<file path="src/core/tsh_pkg.sv">
`default_nettype none

package tsh_pkg;

  // ----------------------------------------------------------------
  // Timing
  // ----------------------------------------------------------------
  localparam int CLK_NS            = 100;
  localparam int WAKE_US           = 400;
  localparam int SETTLE_US         = 500;
  localparam int SLEEP_US          = 35;
  localparam int FLOAT_MS          = 20;
  localparam int CAL_MS            = 525;
  localparam int HOST_WAIT_MS      = 550;
  localparam int WAKE_CYC          = WAKE_US * 1000 / CLK_NS;
  localparam int SETTLE_CYC        = (SETTLE_US * 1000 + CLK_NS - 1) / CLK_NS;
  localparam int SLEEP_CYC         = SLEEP_US * 1000 / CLK_NS;
  localparam int FLOAT_CYC         = FLOAT_MS * 1000000 / CLK_NS;
  localparam int CAL_CYC           = CAL_MS * 1000000 / CLK_NS;
  localparam int CNT_W             = 24;

  // ----------------------------------------------------------------
  // Types
  // ----------------------------------------------------------------
  typedef enum logic [2:0] {
    TSH_FLOAT, TSH_CAL, TSH_READY, TSH_SLEEP, TSH_WAKE, TSH_SETTLE, TSH_BURST
  } tsh_state_t;

  // Pin driver group: out value and active-low enable
  typedef struct packed {
    logic o;
    logic oe_n;
  } tsh_pin_t;

endpackage : tsh_pkg

`default_nettype wire

</file>
<file path="src/core/tsh_startup.sv">
`timescale 1ns/1ns
`default_nettype none

module tsh_startup #(
  parameter int FLOAT_CYCLES  = tsh_pkg::FLOAT_CYC,
  parameter int CAL_CYCLES    = tsh_pkg::CAL_CYC,
  parameter int WAKE_CYCLES   = tsh_pkg::WAKE_CYC,
  parameter int SETTLE_CYCLES = tsh_pkg::SETTLE_CYC,
  parameter int SLEEP_CYCLES  = tsh_pkg::SLEEP_CYC,
  parameter int BURST_CYCLES  = 16
) (
  // Clock and reset
  input  wire logic             clk,
  input  wire logic             rstn,
  // Serial pins from host
  input  wire logic             ss_n_pin,
  input  wire logic             sclk_pin,
  // Serial data out from shifter, driven out while framed in the ready state
  input  wire logic             miso_data,
  output var tsh_pkg::tsh_pin_t miso,
  // Touch state from sensing core
  input  wire logic             touched,
  output var tsh_pkg::tsh_pin_t detect,
  output var tsh_pkg::tsh_pin_t transfer_permit,
  // Burst strobe to the sensing core
  output logic                  burst_start,
  output logic                  settled_burst
);
  import tsh_pkg::*;

  // Counters are CNT_W wide; the checks below need a few cycles per phase
  if (FLOAT_CYCLES < 1 || CAL_CYCLES < 5 || WAKE_CYCLES < 4 || SETTLE_CYCLES < 9
      || SLEEP_CYCLES < 2 || BURST_CYCLES < 1
      || FLOAT_CYCLES >= (1 << CNT_W) || CAL_CYCLES >= (1 << CNT_W)
      || WAKE_CYCLES >= (1 << CNT_W) || SETTLE_CYCLES >= (1 << CNT_W)
      || BURST_CYCLES >= (1 << CNT_W)) begin : g_bad_cycles
    $error("tsh_startup: bad cycle counts");
  end

  // ----------------------------------------------------------------
  // Pin synchronisers
  // ----------------------------------------------------------------
  logic [1:0] ss_sync_q, ss_sync_d, ck_sync_q, ck_sync_d;
  logic       ck_last_q, ck_last_d, ss_last_q, ss_last_d;
  logic       ss_n, sclk, ck_edge, ss_rise;

  always_comb begin
    ss_sync_d = {ss_sync_q[0], ss_n_pin};
    ck_sync_d = {ck_sync_q[0], sclk_pin};
    ss_n      = ss_sync_q[1];
    sclk      = ck_sync_q[1];
    ck_last_d = sclk;
    ss_last_d = ss_n;
    ck_edge   = sclk & ~ck_last_q;
    ss_rise   = ss_n & ~ss_last_q;
  end

  always_ff @(posedge clk) begin
    if (!rstn) begin
      ss_sync_q <= 2'h3;
      ck_sync_q <= 2'h3;
      ck_last_q <= 1'h1;
      ss_last_q <= 1'h1;
    end else begin
      ss_sync_q <= ss_sync_d;
      ck_sync_q <= ck_sync_d;
      ck_last_q <= ck_last_d;
      ss_last_q <= ss_last_d;
    end
  end

  // ----------------------------------------------------------------
  // Sequencer
  // ----------------------------------------------------------------
  tsh_state_t       state_q, state_d;
  logic [CNT_W-1:0] cnt_q, cnt_d;
  logic [CNT_W-1:0] idle_q, idle_d;
  logic             slept_q, slept_d;
  logic             clocked_q, clocked_d;

  always_comb begin
    state_d       = state_q;
    cnt_d         = cnt_q + 24'h000001;
    idle_d        = ck_edge ? 24'h000000 : idle_q + 24'h000001;
    slept_d       = slept_q;
    clocked_d     = clocked_q | (ck_edge & ~ss_n);
    burst_start   = 1'b0;
    settled_burst = 1'b0;
    unique case (state_q)
      TSH_FLOAT: if (cnt_q == CNT_W'(FLOAT_CYCLES - 1)) begin
        state_d = TSH_CAL;
        cnt_d   = '0;
      end
      TSH_CAL: if (cnt_q == CNT_W'(CAL_CYCLES - 1)) begin
        state_d   = TSH_READY;
        clocked_d = 1'b0;
      end
      TSH_READY: begin
        cnt_d = '0;
        if (clocked_q && idle_q >= CNT_W'(SLEEP_CYCLES - 1)) begin
          state_d = TSH_SLEEP;
        end else if (ss_rise) begin
          state_d     = TSH_BURST;
          burst_start = 1'b1;
          slept_d     = 1'b0;
        end
      end
      TSH_SLEEP: begin
        cnt_d     = '0;
        clocked_d = 1'b0;
        if (ss_rise || ck_edge) begin
          state_d = TSH_WAKE;
          slept_d = 1'b1;
        end
      end
      TSH_WAKE: if (cnt_q == CNT_W'(WAKE_CYCLES - 1)) begin
        state_d = TSH_SETTLE;
        cnt_d   = '0;
      end
      TSH_SETTLE: if (cnt_q == CNT_W'(SETTLE_CYCLES - 1)) begin
        state_d       = TSH_BURST;
        cnt_d         = '0;
        burst_start   = 1'b1;
        settled_burst = 1'b1;
      end
      TSH_BURST: if (cnt_q == CNT_W'(BURST_CYCLES - 1)) begin
        state_d   = TSH_READY;
        clocked_d = 1'b0;
      end
    endcase
  end

  always_ff @(posedge clk) begin
    if (!rstn) begin
      state_q   <= TSH_FLOAT;
      cnt_q     <= '0;
      idle_q    <= '0;
      slept_q   <= 1'b0;
      clocked_q <= 1'b0;
    end else begin
      state_q   <= state_d;
      cnt_q     <= cnt_d;
      idle_q    <= idle_d;
      slept_q   <= slept_d;
      clocked_q <= clocked_d;
    end
  end

  // ----------------------------------------------------------------
  // Pin drivers
  // ----------------------------------------------------------------
  tsh_pin_t miso_d, miso_q, det_d, det_q, perm_d, perm_q;
  logic     floating;

  always_comb begin
    floating = (state_q == TSH_FLOAT) || (state_q == TSH_WAKE);
    perm_d.o    = (state_d == TSH_READY) && (state_q == TSH_READY || state_q == TSH_BURST
                  || state_q == TSH_CAL);
    perm_d.oe_n = (state_d == TSH_FLOAT) || (state_d == TSH_WAKE);
    det_d.o     = touched;
    det_d.oe_n  = (state_d == TSH_WAKE);
    miso_d.o    = miso_data;
    miso_d.oe_n = ss_n || (state_q != TSH_READY);
  end

  always_ff @(posedge clk) begin
    if (!rstn) begin
      perm_q <= '{o: 1'b0, oe_n: 1'b1};
      det_q  <= '{o: 1'b0, oe_n: 1'b0};
      miso_q <= '{o: 1'b0, oe_n: 1'b1};
    end else begin
      perm_q <= perm_d;
      det_q  <= det_d;
      miso_q <= miso_d;
    end
  end

  assign transfer_permit = perm_q;
  assign detect          = det_q;
  assign miso            = miso_q;

  // ----------------------------------------------------------------
  // Checks
  // ----------------------------------------------------------------
  AST_SETTLE_GAP: assert property (@(posedge clk) disable iff (!rstn)
    $rose(state_q == TSH_SETTLE) |-> (state_q == TSH_SETTLE) [*8] ##0 !burst_start)
    else $error("burst came before settling ended");
  AST_NO_SETTLE: assert property (@(posedge clk) disable iff (!rstn)
    (state_q == TSH_READY && burst_start) |-> !settled_burst ##1 state_q == TSH_BURST)
    else $error("direct burst used settling path");
  AST_MISO_FLOAT: assert property (@(posedge clk) disable iff (!rstn)
    (state_q != TSH_READY) |=> miso.oe_n)
    else $error("serial output driven outside transfer");
  AST_PERMIT_READY: assert property (@(posedge clk) disable iff (!rstn)
    (transfer_permit.o && !transfer_permit.oe_n) |-> state_q == TSH_READY)
    else $error("permit high while busy");
  AST_FLOAT_PHASE: assert property (@(posedge clk) disable iff (!rstn)
    (state_q == TSH_FLOAT) |=> transfer_permit.oe_n || state_q == TSH_CAL)
    else $error("permit driven during power-up float");
  AST_CAL_LOW: assert property (@(posedge clk) disable iff (!rstn)
    $rose(state_q == TSH_CAL) |=> (!transfer_permit.o && !transfer_permit.oe_n) [*4])
    else $error("permit not low in calibration");
  AST_SLEEP_LOW: assert property (@(posedge clk) disable iff (!rstn)
    (state_q == TSH_READY && state_d == TSH_SLEEP) |=> ##[0:1] !transfer_permit.o)
    else $error("permit high entering sleep");
  AST_WAKE_FLOAT: assert property (@(posedge clk) disable iff (!rstn)
    $rose(state_q == TSH_WAKE) |-> ##1 (detect.oe_n && transfer_permit.oe_n) [*3])
    else $error("outputs driven during wake");

  COV_STARTUP: cover property (@(posedge clk) disable iff (!rstn)
    state_q == TSH_CAL ##1 state_q == TSH_READY);
  COV_WAKE_BURST: cover property (@(posedge clk) disable iff (!rstn) settled_burst);
  COV_DIRECT_BURST: cover property (@(posedge clk) disable iff (!rstn)
    burst_start && !settled_burst);
  COV_SLEEP: cover property (@(posedge clk) disable iff (!rstn) state_q == TSH_SLEEP);

endmodule : tsh_startup

`default_nettype wire

</file>
<file path="config.mk">
export PLATFORM = sky130hd
export DESIGN_NAME = tsh_startup
export DESIGN_NICKNAME = d
export VERILOG_FILES = /design/src/core/tsh_pkg.sv /design/src/core/tsh_startup.sv
export SDC_FILE = /design/constraint.sdc
export NUM_CORES = 1
export LEC_CHECK = 0
export ABC_CLOCK_PERIOD_IN_PS = 1850
export BUFFER_PORTS_ARGS = -buffer_cell sky130_fd_sc_hd__buf_2
export CAP_MARGIN = 20
export CORE_ASPECT_RATIO = 0.8
export CORE_MARGIN = 5
export CORE_UTILIZATION = 35
export CTS_CLUSTER_DIAMETER = 40
export CTS_CLUSTER_SIZE = 30
export DETAILED_ROUTE_END_ITERATION = 10
export GPL_TIMING_DRIVEN = 1
export PLACE_DENSITY = 0.57
export SLEW_MARGIN = 20
export SYNTH_ARGS = -nofsm -noshare
export SYNTH_HDL_FRONTEND = slang
export SYNTH_SLANG_ARGS = --single-unit
</file>
<file path="constraint.sdc">
create_clock -name clk -period 1.85 [get_ports clk]
set_input_delay 0.185 -clock clk [delete_from_list [all_inputs] [get_ports clk]]
set_output_delay 0.185 -clock clk [all_outputs]
set_load 0.01 [all_outputs]
</file>
==> results of run 1 <==
-- stage by stage --
step                      worst slack [ns]  std cells  cell area [sq um]  hold WS, ns
after global routing                -0.436        541               3960      0.00523
after detailed placement            -0.308        517               3570        0.375
after global placement              -0.314        517               3570        0.372
final                               -0.324        541               3960       0.0293
after floorplan                     -0.215        347               3000        0.258
after CTS                           -0.323        538               3880       0.0120
-- final cells by class --
type | instances | area (sq um) | share of cell area [%]
timing repair buffer | 80 | 584 | 14.8
multi-input combinational | 258 | 1690 | 42.7
tap | 112 | 140 | 3.54
clock buffer | 9 | 124 | 3.13
clock inverter | 6 | 85.1 | 2.15
inverter | 12 | 45.0 | 1.14
sequential | 64 | 1290 | 32.6
-- worst max-delay path: stages (launching register included) --
cell and delay, ns:
dfxtp_2 0.32, or4_4 0.55, nor4_4 0.24, nand4_1 0.22, a21bo_1 0.25, a211o_2 0.33, and2_4 0.16
-- final timing paths --
kind                                   to  slack (ns)  cells past startpoint
setup / recovery    state_q[1]$_SDFF_PN0_       -0.32                      6
hold / removal    ck_sync_q[0]$_SDFF_PN1_        0.03                      2
setup reg to reg    state_q[1]$_SDFF_PN0_       -0.32                      6
hold reg to reg   ck_sync_q[1]$_SDFF_PN1_        0.41                      1
-- cells in the final DEF (no fill, tap or decap), types with 2 or more instances in the layout --
cell type and n:
nor2_1 51, nor4_4 3, and3_1 9, and4_1 2
xnor2_1 12, nor2b_1 4, or3_4 2, nand2_1 23
a21oi_1 7, ha_1 4, nor3_1 6, nand3_1 18
o21ai_0 7, clkinvlp_4 2, buf_2 13, inv_1 12
nand4_1 18, nand2b_1 9, clkbuf_8 9, bufinv_16 2
xor2_1 25, buf_4 65, clkinv_2 2, or4_4 4
nor3b_1 2, o21ai_1 6, dfxtp_1 57, and2_1 6
or3_1 8, nor4_1 4, a21oi_2 3, dfxtp_2 7
-- registers in the layout, indices dropped and copies added (netlist names) --
name	count
transfer_permit	2
idle_q	24
miso	2
clocked_q	1
ck_last_q	1
cnt_q	24
ck_sync_q	2
ss_sync_q	2
state_q	3
ss_last_q	1
detect	2
-- routing by layer --
| layer | vias up | global-route usage [%] |
|---|---|---|
| li1 | 1360 | - |
| met1 | 1221 | 19.7 |
| met2 | 47 | 18.7 |
| met3 | 14 | 3.66 |
| met4 | 0 | 5.91 |
| met5 | - | 0 |
-- Yosys cell counts (2+ instances only) --
| master | n |
|---|---|
| dfxtp_1 | 64 |
| nor2_1 | 52 |
| xor2_1 | 25 |
| nand2_1 | 23 |
| nand3_1 | 19 |
| nand4_1 | 18 |
| o21ai_0 | 13 |
| inv_1 | 12 |
| xnor2_1 | 12 |
| a21oi_1 | 10 |
| or3_1 | 10 |
| and3_1 | 9 |
| nand2b_1 | 9 |
| clkbuf_1 | 7 |
| nor3_1 | 7 |
| and2_1 | 6 |
| nor4_1 | 6 |
| ha_1 | 4 |
| nor2b_1 | 4 |
| and4_1 | 3 |
| or4_1 | 3 |
| a2bb2oi_1 | 2 |
| and3_2 | 2 |
| buf_2 | 2 |
| buf_6 | 2 |
| nor3b_1 | 2 |
| o31ai_1 | 2 |
-- timing repair --
action,in CTS,in global routing
pin swaps,12,19
hold endpoints to repair,0,0
gates cloned,0,1
resized for setup,16,17
hold buffers,0,0
endpoints found under the setup margin,36,36
buffers inserted,9,3
-- kinds of logic after synthesis --
family / Yosys count
simple gates: 181
flops: 64
xor+xnor: 37
compound gates: 35
buf+inv: 26
fa+ha+maj: 4
-- report_power, final --
part	internal (mW)	leakage (nW)	switching, mW
clock	0.746	0.101	0.532
combinational	0.0444	0.931	0.0548
sequential	1.40	0.522	0.00862
==> impl_metrics.yaml, run 1 <==
run_status:
  run_status: "complete, but fails checks"
  violations: "setup timing"
yosys:
  yosys.area.top_type_share_pct: 43.0
  synth-seq-area-share_pct: 43.0
  ys_types: 46
  synth_xor_area_share_pct: 10.9
  synth_seq_cells: 64
  synthAdderAreaFrac_pct: 1.68
  netlist_instances: 347
  syn-cell-area_sq_um: 2980
  synthFlopType: "dfxtp_1"
  synth_area_leaders: "dfxtp_1, xor2_1, nor2_1, nand4_1, xnor2_1"
  synthSimpleGateAreaFrac_pct: 32.8
  yosys.area.top_type: "dfxtp_1"
  synth_fp_nets: 357
  synth_async_sr_flop_share_pct: 0
  yosysWarnings: 0
  synth_edf_count: 0
  synth-compound-area-share_pct: 7.30
  synth_top_family_by_area: "simple AND/OR/NAND/NOR gates"
  synthMuxAreaShare_pct: 0
  avgSynthCellArea_sq_um: 8.60
clock_tree:
  root_buffer: "clkbuf_8"
  clockBufferDepth: 2
  clock_latency_ns: 0.34
  cts_sinks: 64
  cts_tree: "done"
  cts_made_buffers: 9
  htree_levels: 3
  clkSlewWorstSetupHoldPaths_ns: 0.07
layout:
  diodes: 0
  area_delta_synth_final_pct: 32.8
  nets: 435
  fin_util_pct: 47.1
  fillCellCount: 850
  drive_above_1_share_pct: 30.1
flow_run:
  drv_cap: 0
sta:
  fin_skew_ns: 0.00607
  rsz0062_at_grt: "yes"
  drv_slew: 0
  setup_tns_ns: -7.87
  worstMarginPinSlew_ns: 0.400
  fin_crit_ns: 2.17
  worst_slack_ns: -0.324
  period_share_pct: 117
  setup_viol: 32
  finalHoldViolCount: 0
  relSlewSlack_pct: 73.1
  fmax_mhz: 460
global_routing:
  grtUsageTotal_pct: 13.6
  grt_pass1_wl_mm: 11.5
  grt_overflow_total: 0
  grt_pass1_vias: 2474
  antenna_found_initial: 0
  grt_max_degree: 25
route:
  met3WireLength_microns: 276
  route.detailed.drc: 0
  drt-initial-drc-count: 149
  highest_layer: "met4"
  routedWlPerCell_microns: 12.3
  firstDrtPassIters: 4
  wl_met1_mm: 3.64
  via_count: 2642
  wl_met2_mm: 2.62
  routed_wl_mm: 6.67
  vias_per_cell: 4.88
  drt.antenna.violating_nets: 0
min_path:
  min_from: "sclk_pin"
  hp-class: "primary input to flop"
place:
  hpwl_mm: 4.75
  gp_congestion: 0.830
  portBuffers: 13
die:
  die_w_microns: 113
  die_h_microns: 92.6
  ios: 14
  initial_core_util_pct: 35.5
  core.rowCount: 30
  design.core.area_sq_um: 8410
  die-area_sq_um: 10500
worst_setup_path:
  startpoint: "cnt_q[20]$_SDFF_PN0_"
  worstPathRequired_ns: 2.08
  worstPathArrival_ns: 2.41
  critPathCaptureType: "flop"
  critPathMaxFanout: 4
  reg2reg_from: "cnt_q[20]$_SDFF_PN0_"
  critPathLaunchType: "flop"
  criticalPathCategory: "flop to flop"
pwr:
  power_mw: 2.78
  power_density_nw_per_um2: 702
  p_leak_nw: 1.55
  vdd_drop_max_uv: 333
No activity file was read; power rests on OpenSTA's default activity.
==> inputs of run 2 (changes only) <==
Settings changed: CORE_MARGIN 5 to 1.5, CORE_UTILIZATION 35 to 40, PLACE_DENSITY 0.57 to 0.63.
==> impl_metrics.yaml, run 2 (synthesized netlist as in run 1, its figures left out) <==
layout:
  largest_registers: "cnt_q (24), idle_q (24), state_q (3)"
  area_delta_synth_final_pct: 35.4
  nets: 444
  layout_commonest_cell: "buf_4"
  multi_input_area_sq_um: 1710
  fillCellCount: 608
  fin_area_sq_um: 4040
  seqCellArea_sq_um: 1290
  diodes: 0
  final_cell_mix: "buf_4, dfxtp_1, nor2_1, xor2_1, nand2_1"
  drive_above_1_share_pct: 32.8
worst_setup_path:
  reg2reg_to: "cnt_q[22]$_SDFF_PN0_"
  reg2reg_from: "cnt_q[20]$_SDFF_PN0_"
  regToRegSetupSlack_ns: -0.42
  startpoint: "cnt_q[20]$_SDFF_PN0_"
  critPathMaxFanout: 6
  worstPathRequired_ns: 2.09
  reg2reg_depth: 9
  crit_top_cell: "buf_6"
  criticalPathCategory: "flop to flop"
  critPathLaunchType: "flop"
  cp_slowest_stage_delay_ns: 0.57
  path_depth: 9
  crit_chain: "or4_4, nor3_4, nand4_1, a211oi_2, a211o_1, buf_6, buf_6, buf_16, nor2_1"
  worstPathArrival_ns: 2.50
  crit_slowest_cell: "or4_4"
  critical_path_buf_inv_count: 3
  crit_path_end: "cnt_q[22]$_SDFF_PN0_"
  crit_family: "simple AND/OR/NAND/NOR gates"
  critPathCaptureType: "flop"
global_routing:
  grt_overflow_total: 0
  grtUsageTotal_pct: 20.0
  grt_pass1_vias: 2582
  grt_pass1_wl_mm: 12.4
  antenna_found_initial: 0
  grt_max_degree: 24
place:
  dpl_cell_area_sq_um: 3540
  hpwl_mm: 4.76
  portBuffers: 13
  gp_congestion: 0.897
pwr:
  power_density_nw_per_um2: 668
  power_mw: 2.70
  vdd_drop_max_uv: 303
  p_leak_nw: 1.59
clock_tree:
  clock_latency_ns: 0.35
  cts_made_buffers: 9
  cts_tree: "done"
  root_buffer: "clkbuf_8"
  clkSlewWorstSetupHoldPaths_ns: 0.06
  htree_levels: 3
  cts_sinks: 64
  clockBufferDepth: 2
sta:
  rsz0062_at_grt: "yes"
  fmax_mhz: 441
  setup_viol: 32
  period_share_pct: 123
  relSlewSlack_pct: 72.8
  fin_crit_ns: 2.27
  worstMarginPinSlew_ns: 0.405
  finalHoldViolCount: 0
  worst_slack_ns: -0.418
  drv_slew: 0
  fin_skew_ns: 0.00817
run_status:
  violations: "setup timing"
  run_status: "complete, but fails checks"
route:
  via_count: 2730
  vias_per_cell: 5.19
  routedWlPerCell_microns: 14.2
  drt-initial-drc-count: 163
  firstDrtPassIters: 4
  drt.antenna.violating_nets: 0
  route.detailed.drc: 0
  routed_wl_mm: 7.46
die:
  initial_core_util_pct: 42.2
  die_w_microns: 99.5
  core.rowCount: 27
  ios: 14
  die_h_microns: 80.2
  design.core.area_sq_um: 7060
  die-area_sq_um: 7990
min_path:
  hp-class: "primary input to flop"
  hold_depth: 2
  min_from: "ss_n_pin"
flow_run:
  drv_cap: 0
run 2: cell count changes in the layout (fill, tap and decap cells not counted), sizes merged:
cell,previous run,this run
clkinv,2,3
dlygate4sd3,0,1
buf,80,88
bufinv,2,1
clkbuf,9,10
run 2: where the power goes:
part	leakage (nW)	switching (mW)	internal [mW]
Sequential	0.522	0.00940	1.40
Combinational	0.976	0.0690	0.0653
Clock	0.0920	0.543	0.614
Total	1.59	0.622	2.08
run 2: worst min path at each step:
stage / slack, ns / end
after floorplan: 0.26 / ck_last_q$_SDFF_PN1_
after global placement: 0.37 / ck_sync_q[0]$_SDFF_PN1_
after detailed placement: 0.37 / ck_sync_q[0]$_SDFF_PN1_
after CTS: 0.01 / ss_sync_q[0]$_SDFF_PN1_
after global routing: 0.03 / ss_sync_q[0]$_SDFF_PN1_
final: 0.02 / ss_sync_q[0]$_SDFF_PN1_
run 2: through the flow:
step | hold slack [ns] | util (%) | instances | TNS [ns] | setup slack (ns)
6_report | 0.0249 | 57.2 | 526 | -11.01 | -0.418
2_1_floorplan | 0.258 | - | 347 | -4.41 | -0.215
3_3_place_gp | 0.367 | 50.1 | 492 | -8.32 | -0.295
4_1_cts | 0.0133 | 56.0 | 520 | -7.59 | -0.294
5_1_grt | 0.0283 | 57.2 | 526 | -12.97 | -0.471
3_5_place_dp | 0.371 | 50.1 | 492 | -8.64 | -0.304
run 2: what timing repair did:
item                                    4_1_cts  5_1_grt
cloned                                        2        1
pin swaps                                    18        8
hold buffers                                  1        0
resized for setup                            26       21
endpoints found under the setup margin       36       37
hold endpoints to repair                      1        0
setup buffers                                10        8
run 2: per-layer routing:
metal | track usage (%) | vias to the layer above | share of wire, %
li1 | - | 1380 | -
met1 | 27.8 | 1245 | 50
met2 | 29.1 | 86 | 41
met3 | 6.70 | 19 | 6.9
met4 | 6.48 | 0 | 2.1
met5 | 0 | - | 0
run 2: layout make-up:
class                           count  share of cell area, %
Clock inverter                      6                   1.49
Tap cell                           87                   2.69
Multi-Input combinational cell    258                   42.4
Inverter                           12                   1.11
Timing Repair Buffer               89                   17.2
Sequential cell                    64                   31.9
Clock buffer                       10                   3.16
==> inputs of run 3 (changes only) <==
Settings changed: HOLD_SLACK_MARGIN set to 0.08.
==> impl_metrics.yaml, run 3 (synthesized netlist as in run 1, its figures left out) <==
worst_setup_path:
  critPathCaptureType: "flop"
  worstPathArrival_ns: 2.50
  criticalPathCategory: "flop to flop"
  critPathMaxFanout: 6
  critPathLaunchType: "flop"
  worstPathRequired_ns: 2.09
global_routing:
  antenna_found_initial: 0
  grt_pass1_wl_mm: 12.4
  grtUsageTotal_pct: 20.1
  grt_overflow_total: 0
  grt_max_degree: 24
  grt_pass1_vias: 2586
route:
  highest_layer: "met4"
  route.detailed.drc: 0
  wl_met1_mm: 3.68
  wl_met2_mm: 3.14
  routedWlPerCell_microns: 14.1
  met3WireLength_microns: 503
  vias_per_cell: 5.20
  drt-initial-drc-count: 142
  drt.antenna.violating_nets: 0
  routed_wl_mm: 7.47
  firstDrtPassIters: 4
  via_count: 2750
run_status:
  run_status: "complete, but fails checks"
  violations: "setup timing"
sta:
  setup_viol: 32
  fin_crit_ns: 2.26
  hold_ws_ns: 0.159
  worst_slack_ns: -0.414
  rsz0062_at_grt: "yes"
  finalHoldViolCount: 0
  fin_skew_ns: 0.00761
  worstMarginPinSlew_ns: 0.415
  drv_slew: 0
  period_share_pct: 122
  relSlewSlack_pct: 72.1
  fmax_mhz: 442
clock_tree:
  clock_latency_ns: 0.34
  cts_sinks: 64
  clockBufferDepth: 2
  root_buffer: "clkbuf_8"
  cts_tree: "done"
  cts_made_buffers: 9
  htree_levels: 3
  clkSlewWorstSetupHoldPaths_ns: 0.07
layout:
  largest_registers: "cnt_q (24), idle_q (24), state_q (3)"
  layout_commonest_cell: "buf_4"
  nets: 447
  diodes: 0
  fin_util_pct: 57.6
  drive_above_1_share_pct: 32.6
  area_delta_synth_final_pct: 36.5
  final_cell_mix: "buf_4, dfxtp_1, nor2_1, xor2_1, nand2_1"
  fin_area_sq_um: 4070
  fillCellCount: 604
  finalNonFillerCells: 529
die:
  die_h_microns: 80.2
  ios: 14
  design.core.area_sq_um: 7060
  core.rowCount: 27
  initial_core_util_pct: 42.2
  die_w_microns: 99.5
  die-area_sq_um: 7990
pwr:
  p_leak_nw: 1.60
  vdd_drop_max_uv: 303
  power_density_nw_per_um2: 662
flow_run:
  drv_cap: 0
place:
  place_inst: 492
  dp_slack_ns: -0.304
  portBuffers: 13
  dpl_cell_area_sq_um: 3540
  gp_congestion: 0.897
  hpwl_mm: 4.76
min_path:
  hp-class: "primary input to flop"
## run 3: layout make-up
cell class	instances	area [sq um]	area share (%)
Clock buffer	10	128	3.14
Sequential cell	64	1290	31.7
Timing Repair Buffer	92	724	17.8
Clock inverter	6	60.1	1.48
Inverter	12	45.0	1.11
Multi-Input combinational cell	258	1710	42.1
Tap cell	87	109	2.67
## run 3: where the power goes
| part | switching, mW | leakage, nW | internal, mW | total [mW] |
|---|---|---|---|---|
| Combinational | 0.0694 | 0.988 | 0.0694 | 0.139 |
| Sequential | 0.00941 | 0.522 | 1.40 | 1.41 |
| Clock | 0.538 | 0.0920 | 0.614 | 1.15 |
| Total | 0.616 | 1.60 | 2.08 | 2.70 |
## run 3: per-layer routing
layer  track usage (%)  vias up
li1                  -     1387
met4              6.48        0
met1              27.8     1267
met5                 0        -
met3              6.70       16
met2              29.2       80
## run 3: final timing paths
check                          startpoint                       to  slack, ns  cells past startpoint
setup / recovery     cnt_q[20]$_SDFF_PN0_      cnt_q[5]$_SDFF_PN0_      -0.41                      9
hold / removal                       rstn  ck_sync_q[1]$_SDFF_PN1_       0.16                      2
setup reg to reg     cnt_q[20]$_SDFF_PN0_      cnt_q[5]$_SDFF_PN0_      -0.41                      9
hold reg to reg   ck_sync_q[0]$_SDFF_PN1_  ck_sync_q[1]$_SDFF_PN1_       0.41                      1
## run 3: critical path, cell delays in order (launching register included)
cell	delay, ns
dfxtp_2	0.32
or4_4	0.57
nor3_4	0.19
nand4_1	0.18
a211oi_2	0.34
a211o_1	0.19
buf_6	0.12
buf_6	0.10
buf_16	0.11
nor2_1	0.04
## run 3: timing repair
item / CTS / global route
setup endpoints to repair: 36 / 37
gates cloned: 2 / 1
hold endpoints to repair: 4 / 0
hold buffers: 4 / 0
pin swaps: 18 / 8
setup buffers: 10 / 8
gates resized for setup: 26 / 21
## run 3: stage by stage
step / power, mW / setup TNS, ns
after floorplan: 1.49 / -4.41
after global placement: 1.53 / -8.32
after detailed placement: 1.54 / -8.64
after CTS: 2.73 / -7.59
after global routing: 2.81 / -12.97
final: 2.70 / -10.96
